[src/event_timer_consts.vh]
// constants for the event timer with capture and output
`ifndef EVENT_TIMER_CONSTS_VH
`define EVENT_TIMER_CONSTS_VH

// register indices, byte address is four times the index
`define IDX_IRQ_FLAG 6'h03
`define IDX_MODE 6'h10
`define IDX_DATA_LOW 6'h11
`define IDX_DATA_HIGH 6'h12
`define IDX_OUT_MODE 6'h15
`define IDX_CAPT_FLAGS 6'h21
`define IDX_PORT_FUNC 6'h25
`define IDX_EDGE_SEL 6'h27

// field positions
`define MODE_RELOAD_BIT 3
`define PORT_EVENT_EN_BIT 1
`define CAPT_STATUS_BIT 0
`define CAPT_ERROR_BIT 1
`define IRQ_FLAG_BIT 0

// clock select codes
`define SEL_EVENT 3'h7

// output mode codes
`define OUT_PORT 4'h0
`define OUT_TOGGLE 4'h1
`define OUT_LOW 4'h2
`define OUT_HIGH 4'h3
`define OUT_PWM 4'h4
`define OUT_CAPTURE 4'h8

// edge select codes in bits 3..2
`define EDGE_NONE 2'h0
`define EDGE_FALL 2'h1
`define EDGE_RISE 2'h2
`define EDGE_BOTH 2'h3

// reset values and count limits
`define MODE_RST 4'h0
`define OUT_MODE_RST 4'h0
`define DATA_LOW_RST 4'h0
`define EDGE_SEL_RST 4'h0
`define PORT_FUNC_RST 4'h0
`define COUNT_MAX 8'hFF
`define COUNT_ZERO 8'h00

// timing
`define CLK_NS 10
`define TCYC_NS 40
`define TCYC_DIV (`TCYC_NS / `CLK_NS)
// last phase of the instruction cycle divider, TCYC_DIV minus one
`define TCYC_LAST 2'h3
`define MODE_DELAY_TCYC 2'h2

`endif
[src/event_timer_capture_output.v]
// 8-bit event timer with reload, event count, pin output and input capture
//
// Behaviour
// - upper write loads counter, ticks increment it
// - overflow reloads or restarts from zero
// - irq flag cleared by software, reset, stop
// - clock select seven counts event pin edges
// - edge select picks falling, rising or both
// - output mode drives timer output on pin
// - trigger captures count, sets flags, clears counter
// - trigger or overflow while captured sets error
// - capture flags cleared by reset or zero write
// - capture mode returns pin, clears counter
// - mode register: reload bit, seven periods, event
// - mode register cleared by reset and stop
// - mode write takes effect two instruction cycles later
// - output mode register read/write, cleared reset/stop
// - captured value stable for either digit order
// - write register two digits, upper not reset
// - read register shares addresses, read-only
// - low write holds counter, upper write loads
// - upper read latches lower digit of count
// - toggle output inverts at overflow tick
// - low/high output at overflow, pin low after reset
`include "event_timer_consts.vh"

module event_timer_capture_output (
  input wire pclk, // system clock
  input wire presetn, // async reset, active low
  input wire [7:0] paddr, // apb byte address
  input wire psel, // apb select
  input wire penable, // apb enable
  input wire pwrite, // apb direction
  input wire [31:0] pwdata, // apb write data
  output reg [31:0] prdata, // apb read data
  output reg pready, // apb ready
  output reg pslverr, // apb error on unmapped address
  input wire stop_mode, // stop mode level
  input wire event_trigger_pin, // external event or trigger pin
  input wire shared_port_bit, // port latch value for shared pin
  output reg timer_output_pin, // shared output pin level
  output reg counter_irq_flag // timer interrupt request flag
);

////////////////////////////////////////////////////////////////////////////////
// declarations

reg [3:0] mode_r;
reg [3:0] mode_pend_r;
reg [1:0] pend_cnt_r;
reg [3:0] out_mode_r;
reg [3:0] edge_sel_r;
reg [3:0] port_func_r;
reg [3:0] data_low_r;
reg [3:0] data_high_r;
reg [3:0] rd_low_latch_r;
reg [7:0] capt_r;
reg [7:0] count_r;
reg [7:0] count_nxt;
reg [10:0] presc_r;
reg [1:0] tcyc_cnt_r;
reg tcyc_tick_r;
reg capt_status_r;
reg capt_error_r;
reg ev_sync1_r;
reg ev_sync2_r;
reg ev_prev_r;
reg [31:0] rdata_nxt;
reg mapped;
wire [5:0] idx;
wire access;
wire wr_done;
wire rd_access;
wire capture_mode;
wire event_clock;
wire pin_enabled;
wire ev_rise;
wire ev_fall;
wire ev_edge;
wire presc_tick;
wire cnt_tick;
wire trigger;
wire overflow;
wire load_count;
wire enter_capture;
wire [7:0] preset;

////////////////////////////////////////////////////////////////////////////////
// helpers

// prescaler tap for a clock select code
function presc_hit;
  input [2:0] sel;
  input [10:0] p;
  begin
    case (sel)
      3'h0: presc_hit = &p[10:0];
      3'h1: presc_hit = &p[8:0];
      3'h2: presc_hit = &p[6:0];
      3'h3: presc_hit = &p[4:0];
      3'h4: presc_hit = &p[2:0];
      3'h5: presc_hit = &p[1:0];
      3'h6: presc_hit = p[0];
      default: presc_hit = 1'b0;
    endcase
  end
endfunction

////////////////////////////////////////////////////////////////////////////////
// apb decode

assign idx = paddr[7:2];
assign access = psel & penable & ~pready;
assign wr_done = psel & penable & pready & pwrite;
assign rd_access = access & ~pwrite;

always @*
begin
  case (idx)
    `IDX_IRQ_FLAG, `IDX_MODE, `IDX_DATA_LOW, `IDX_DATA_HIGH, `IDX_OUT_MODE,
    `IDX_CAPT_FLAGS, `IDX_PORT_FUNC, `IDX_EDGE_SEL: mapped = 1'b1;
    default: mapped = 1'b0;
  endcase
end

// read-only digits share the write-only digit addresses
always @*
begin
  rdata_nxt = 32'h00000000;
  case (idx)
    `IDX_IRQ_FLAG: rdata_nxt[`IRQ_FLAG_BIT] = counter_irq_flag;
    `IDX_DATA_LOW: rdata_nxt[3:0] = capture_mode ? capt_r[3:0] : rd_low_latch_r;
    `IDX_DATA_HIGH: rdata_nxt[3:0] = capture_mode ? capt_r[7:4] : count_r[7:4];
    `IDX_OUT_MODE: rdata_nxt[3:0] = out_mode_r;
    `IDX_CAPT_FLAGS:
    begin
      rdata_nxt[`CAPT_STATUS_BIT] = capt_status_r;
      rdata_nxt[`CAPT_ERROR_BIT] = capt_error_r;
    end
    default: rdata_nxt = 32'h00000000;
  endcase
end

// one wait state, answer from flops
always @(posedge pclk or negedge presetn)
begin
  if (!presetn)
  begin
    pready <= 1'b0;
    prdata <= 32'h00000000;
    pslverr <= 1'b0;
  end
  else
  begin
    pready <= access;
    prdata <= rd_access ? rdata_nxt : 32'h00000000;
    pslverr <= access & ~mapped;
  end
end

////////////////////////////////////////////////////////////////////////////////
// instruction cycle and prescaler

always @(posedge pclk or negedge presetn)
begin
  if (!presetn)
  begin
    tcyc_cnt_r <= 2'h0;
    tcyc_tick_r <= 1'b0;
    presc_r <= 11'h000;
  end
  else
  begin
    tcyc_tick_r <= (tcyc_cnt_r == `TCYC_LAST);
    tcyc_cnt_r <= (tcyc_cnt_r == `TCYC_LAST) ? 2'h0 : tcyc_cnt_r + 2'h1;
    if (tcyc_tick_r)
      presc_r <= presc_r + 11'h001;
  end
end

assign presc_tick = tcyc_tick_r & presc_hit(mode_r[2:0], presc_r);

////////////////////////////////////////////////////////////////////////////////
// event pin sync and edge detect

always @(posedge pclk or negedge presetn)
begin
  if (!presetn)
  begin
    ev_sync1_r <= 1'b0;
    ev_sync2_r <= 1'b0;
    ev_prev_r <= 1'b0;
  end
  else
  begin
    ev_sync1_r <= event_trigger_pin;
    ev_sync2_r <= ev_sync1_r;
    ev_prev_r <= ev_sync2_r;
  end
end

assign ev_rise = ev_sync2_r & ~ev_prev_r;
assign ev_fall = ~ev_sync2_r & ev_prev_r;
assign pin_enabled = port_func_r[`PORT_EVENT_EN_BIT];
assign ev_edge = pin_enabled & (
  (ev_rise & edge_sel_r[3]) | (ev_fall & edge_sel_r[2]));

////////////////////////////////////////////////////////////////////////////////
// control registers

always @(posedge pclk or negedge presetn)
begin
  if (!presetn)
  begin
    mode_r <= `MODE_RST;
    mode_pend_r <= `MODE_RST;
    pend_cnt_r <= 2'h0;
    out_mode_r <= `OUT_MODE_RST;
    edge_sel_r <= `EDGE_SEL_RST;
    port_func_r <= `PORT_FUNC_RST;
    data_low_r <= `DATA_LOW_RST;
  end
  else if (stop_mode)
  begin
    mode_r <= `MODE_RST;
    mode_pend_r <= `MODE_RST;
    pend_cnt_r <= 2'h0;
    out_mode_r <= `OUT_MODE_RST;
    edge_sel_r <= `EDGE_SEL_RST;
    port_func_r <= `PORT_FUNC_RST;
    data_low_r <= `DATA_LOW_RST;
  end
  else
  begin
    if (wr_done && idx == `IDX_MODE)
    begin
      mode_pend_r <= pwdata[3:0];
      pend_cnt_r <= `MODE_DELAY_TCYC;
    end
    else if (tcyc_tick_r && pend_cnt_r != 2'h0)
    begin
      pend_cnt_r <= pend_cnt_r - 2'h1;
      if (pend_cnt_r == 2'h1)
        mode_r <= mode_pend_r;
    end
    if (wr_done && idx == `IDX_OUT_MODE)
      out_mode_r <= pwdata[3:0];
    if (wr_done && idx == `IDX_EDGE_SEL)
      edge_sel_r <= pwdata[3:0];
    if (wr_done && idx == `IDX_PORT_FUNC)
      port_func_r <= pwdata[3:0];
    if (wr_done && idx == `IDX_DATA_LOW)
      data_low_r <= pwdata[3:0];
  end
end

// upper preset digit has no reset
always @(posedge pclk)
begin
  if (wr_done && idx == `IDX_DATA_HIGH)
    data_high_r <= pwdata[3:0];
end

////////////////////////////////////////////////////////////////////////////////
// counter

assign capture_mode = (out_mode_r == `OUT_CAPTURE);
assign event_clock = (mode_r[2:0] == `SEL_EVENT) & ~capture_mode;
assign cnt_tick = event_clock ? ev_edge : presc_tick;
assign trigger = capture_mode & ev_edge;
assign overflow = cnt_tick & (count_r == `COUNT_MAX);
assign load_count = wr_done & (idx == `IDX_DATA_HIGH);
assign enter_capture = wr_done & (idx == `IDX_OUT_MODE) & (pwdata[3:0] == `OUT_CAPTURE);
assign preset = {data_high_r, data_low_r};

always @*
begin
  count_nxt = count_r;
  if (enter_capture)
    count_nxt = `COUNT_ZERO;
  else if (load_count)
    count_nxt = {pwdata[3:0], data_low_r};
  else if (trigger)
    count_nxt = `COUNT_ZERO;
  else if (overflow)
    count_nxt = (mode_r[`MODE_RELOAD_BIT] && !capture_mode) ? preset : `COUNT_ZERO;
  else if (cnt_tick)
    count_nxt = count_r + 8'h01;
end

always @(posedge pclk or negedge presetn)
begin
  if (!presetn)
  begin
    count_r <= `COUNT_ZERO;
    capt_r <= `COUNT_ZERO;
    rd_low_latch_r <= 4'h0;
  end
  else
  begin
    count_r <= count_nxt;
    if (trigger)
      capt_r <= count_r;
    if (rd_access && idx == `IDX_DATA_HIGH)
      rd_low_latch_r <= count_r[3:0];
  end
end

////////////////////////////////////////////////////////////////////////////////
// flags, set wins over clear

always @(posedge pclk or negedge presetn)
begin
  if (!presetn)
  begin
    counter_irq_flag <= 1'b0;
    capt_status_r <= 1'b0;
    capt_error_r <= 1'b0;
  end
  else
  begin
    if (trigger || (overflow && !capture_mode))
      counter_irq_flag <= 1'b1;
    else if (stop_mode)
      counter_irq_flag <= 1'b0;
    else if (wr_done && idx == `IDX_IRQ_FLAG && !pwdata[`IRQ_FLAG_BIT])
      counter_irq_flag <= 1'b0;
    if (trigger)
      capt_status_r <= 1'b1;
    else if (wr_done && idx == `IDX_CAPT_FLAGS && !pwdata[`CAPT_STATUS_BIT])
      capt_status_r <= 1'b0;
    if (capt_status_r && (trigger || (overflow && capture_mode)))
      capt_error_r <= 1'b1;
    else if (wr_done && idx == `IDX_CAPT_FLAGS && !pwdata[`CAPT_ERROR_BIT])
      capt_error_r <= 1'b0;
  end
end

////////////////////////////////////////////////////////////////////////////////
// shared output pin

always @(posedge pclk or negedge presetn)
begin
  if (!presetn)
    timer_output_pin <= 1'b0;
  else
  begin
    case (out_mode_r)
      `OUT_TOGGLE:
        if (overflow)
          timer_output_pin <= ~timer_output_pin;
      `OUT_LOW:
        if (overflow)
          timer_output_pin <= 1'b0;
      `OUT_HIGH:
        if (overflow)
          timer_output_pin <= 1'b1;
      `OUT_PWM:
        if (cnt_tick)
          timer_output_pin <= (count_nxt < preset);
      default:
        timer_output_pin <= shared_port_bit;
    endcase
  end
end

endmodule // event_timer_capture_output

[config.mk]
export PLATFORM = sky130hd
export DESIGN_NAME = event_timer_capture_output
export DESIGN_NICKNAME = d
export VERILOG_FILES = /design/src/event_timer_capture_output.v
export VERILOG_INCLUDE_DIRS = /design/src
export SDC_FILE = /design/constraint.sdc
export NUM_CORES = 1
export LEC_CHECK = 0
export BUFFER_PORTS_ARGS = -buffer_cell sky130_fd_sc_hd__buf_2
export CORE_AREA = 2 2 96 98
export CTS_BUF_LIST = sky130_fd_sc_hd__clkbuf_4
export DETAILED_ROUTE_END_ITERATION = 8
export DIE_AREA = 0 0 98 100
export GPL_TIMING_DRIVEN = 0
export PLACE_DENSITY_LB_ADDON = 0.3
export SYNTH_ARGS = -nofsm -noshare
export SYNTH_HDL_FRONTEND = slang
export SYNTH_SLANG_ARGS = --single-unit
[constraint.sdc]
create_clock -name pclk -period 3 [get_ports pclk]
set_input_delay 0.45 -clock pclk [delete_from_list [all_inputs] [get_ports pclk]]
set_output_delay 0.45 -clock pclk [all_outputs]
set_load 0.1 [all_outputs]
==> results.json <==
{
  "antenna_left": 0,
  "die_y_um": 100,
  "setup_viol": 1,
  "synth_edf_count": 4,
  "pre_cts_slack_ps": -739,
  "synth_area_um2": 4260,
  "finClkSkew_ps": 16.1,
  "yosysWarningCount": 0,
  "gp_congestion": 0.889,
  "endpoint_kind": "flip-flop",
  "io_buffers": 25,
  "num_antenna_cells": 0,
  "worstHoldPathType": "in2async",
  "core_um2": 8890,
  "nets": 573,
  "fin_crit_sh_pct": 119,
  "finalHoldViolCount": 0,
  "clkSinkCount": 72,
  "p_leak_nw": 2.34,
  "fmax_ghz": 0.281,
  "synthArstFlopShare_pct": 94.4,
  "worstMarginPinSlew_ps": 864,
  "clk_root_buffer_cell": "clkbuf_4",
  "clk_latency_ps": 450,
  "start_util_pct": 47.9,
  "grt_usage_pct": 21.5,
  "fin_cells": 626,
  "required_ps": 3380,
  "start_kind": "flip-flop",
  "finalWorstPathRequiredPeriod_ps": 3560,
  "maxSlewViolCount": 0,
  "dp.final_hpwl_mm": 7.10,
  "dp_cells": 595,
  "grt_max_degree": 69,
  "max_slew_margin_pct": 42.4,
  "synthCells": 432,
  "clockBufferDepth": 2,
  "grt_pass1_vias": 3417,
  "syn_to_final_growth_pct": 16.6,
  "synth_top_area_share_pct": 39.9,
  "rows": 35,
  "cts_buffers": 9,
  "ys.flop_type": "dfrtp_1",
  "ys_ff_latch": 72,
  "crit_fanout": 6,
  "viasPerCell": 5.75,
  "wirelength_mm": 10.3,
  "grt_pass1_wl_mm": 16.8,
  "dr.pass1.iters": 5,
  "vias": 3602,
  "synth_seq_area_share_pct": 42.8,
  "synth_top_area_cell": "dfrtp_1",
  "drv_cap": 0,
  "run_status": "finished with violations",
  "drc": 0,
  "dieArea_um2": 9800,
  "yosys.cell_types.count": 72,
  "worst_slack_ps": -556,
  "ys_top_cells_by_area": "dfrtp_1 40%, mux2i_1 6.1%, buf_4 4.9%",
  "antenna_found_initial": 0,
  "first_iter_violations": 307,
  "rsz0062_at_grt": "yes",
  "ctsHoldBuffers": 0,
  "cts_tree": "done",
  "clkTransAtPathRegs_ps": 140,
  "violations": "negative setup slack",
  "routedWlPerCell_um": 16.5,
  "crit_type": "reg2reg",
  "io_pins": 84,
  "grt_remaining_overflow": 0,
  "syn_area_per_cell_um2": 9.86,
  "htree_levels": 3,
  "worstPathArrival_ps": 3940,
  "drive_gt1_share_pct": 24.9,
  "die_width_um": 98,
  "power_density_nw_per_um2": 389,
  "ir_drop_mv": 0.316
}
==> critical path, stage by stage (launching register included) <==
cell and delay [ps]:
dfrtp_1 420, ha_4 180, and4_1 200, ha_2 170, mux2i_2 70, nor3b_2 300, o211ai_4 130, and2_4 220
o211ai_1 210, a31oi_2 150, ha_1 340, a21o_1 190, a21o_1 180, a211oi_2 250, and4b_1 240, a31oi_1 100
o22ai_1 130
==> sequential cells by signal, indices dropped and copies added, names as in the netlist <==
name and flops:
edge_sel_r 2, capt_status_r 1, port_func_r 1, tcyc_cnt_r 2, out_mode_r 4, pslverr 1, rd_low_latch_r 4, counter_irq_flag 1
data_low_r 4, presc_r 11, mode_r 4, data_high_r 4, count_r 8, ev_sync2_r 1, pend_cnt_r 2, tcyc_tick_r 1
pready 1, capt_r 8, ev_sync1_r 1, prdata 4, timer_output_pin 1, capt_error_r 1, ev_prev_r 1, mode_pend_r 4
==> final timing paths <==
kind	startpoint	to	slack (ps)	cells after the start
worst min register to register	ev_sync1_r$_DFF_PN0_	ev_sync2_r$_DFF_PN0_	370	0
worst min-delay path	presetn	timer_output_pin$_DFFE_PN0P_	90	1
worst max-delay path	presc_r[1]$_DFFE_PN0P_	timer_output_pin$_DFFE_PN0P_	-560	16
worst max register to register	presc_r[1]$_DFFE_PN0P_	timer_output_pin$_DFFE_PN0P_	-560	16
min in group pclk	event_trigger_pin	ev_sync1_r$_DFF_PN0_	100	1
max in group asynchronous	presetn	pready$_DFF_PN0_	2300	1
==> layer usage <==
metal	wire length, um	part of all wire, %	GRT usage, %
met1	4480	43	28.8
met2	4670	45	33.8
met3	782	7.6	3.62
met4	412	4.0	10.9
met5	0	0	0
==> where the power goes <==
part / leakage [nW] / total, mW / internal (mW) / switching (mW)
Combinational: 1.31 / 0.279 / 0.0490 / 0.230
Sequential: 0.949 / 0.989 / 0.984 / 0.00497
Clock: 0.0761 / 0.662 / 0.262 / 0.400
==> cells by family (layout without fill, tap and decap cells) <==
group | count (synthesis) | after routing | synth area share, %
and+or+nand+nor | 164 | 164 | 20.7
DFF | 72 | 72 | 42.8
AOI/OAI and AO/OA | 71 | 71 | 12.1
buffers and inverters | 59 | 115 | 8.16
muxes | 39 | 39 | 9.54
adders and majority gates | 15 | 15 | 4.41
xor gates and xnor gates | 11 | 11 | 2.26
other | 1 | 28 | 0.0880
==> area by class of cell <==
class                      instances  area [um2]
fill                             800        3920
multi-input combinational        328        2270
sequential                        72        1820
buffer                            41         273
timing repair buffer              41         248
tap                              111         139
clock inverter                     7        78.8
clock buffer                       9        67.6
inverter                          17        63.8
==> layout by cell type (no fill, tap or decap), types with 3 or more instances in the layout <==
master,n
a211o_1,3
a21o_1,5
a21oi_1,9
a31oi_1,3
and3_1,5
and4_1,3
and4b_1,4
buf_2,29
buf_4,45
clkbuf_1,7
clkbuf_4,9
conb_1,28
dfrtp_1,67
edfxtp_1,4
ha_1,12
inv_1,16
mux2_2,12
mux2i_1,25
nand2_1,45
nand2b_1,4
nand3_1,14
nand3b_1,4
nand4_1,7
nor2_1,40
nor2b_1,3
nor3_1,8
o211ai_1,4
o21ai_0,10
o31ai_1,3
or3_1,3
xnor2_1,6
xor2_1,5
==> metrics by stage <==
step                      power (mW)  TNS, ps  utilization (%)  hold slack, ps  area [um2]
final                           1.93     -556             55.9            90.9        4970
after global routing            1.99     -753             55.9            92.9        4970
after CTS                       1.94     -519             55.0            96.2        4890
after floorplan                 1.23     -244                -             154        4380
after global placement          1.28     -763             52.2             334        4640
after detailed placement        1.29     -739             52.2             344        4640
==> synth_stat cells (8+ instances only) <==
cell and count:
a21oi_1 10, buf_4 28, dfrtp_1 68, ha_1 15
inv_1 16, mux2_2 12, mux2i_1 26, nand2_1 46
nand3_1 14, nor2_1 41, nor3_1 8, o21ai_0 10
==> repair_timing <==
| action | in CTS | in global routing |
|---|---|---|
| pin swaps | 8 | 15 |
| endpoints found under the setup margin | 1 | 1 |
| resized for setup | 3 | 10 |
| buffers inserted | 12 | 4 |
Power figures use the tool's default switching activity.
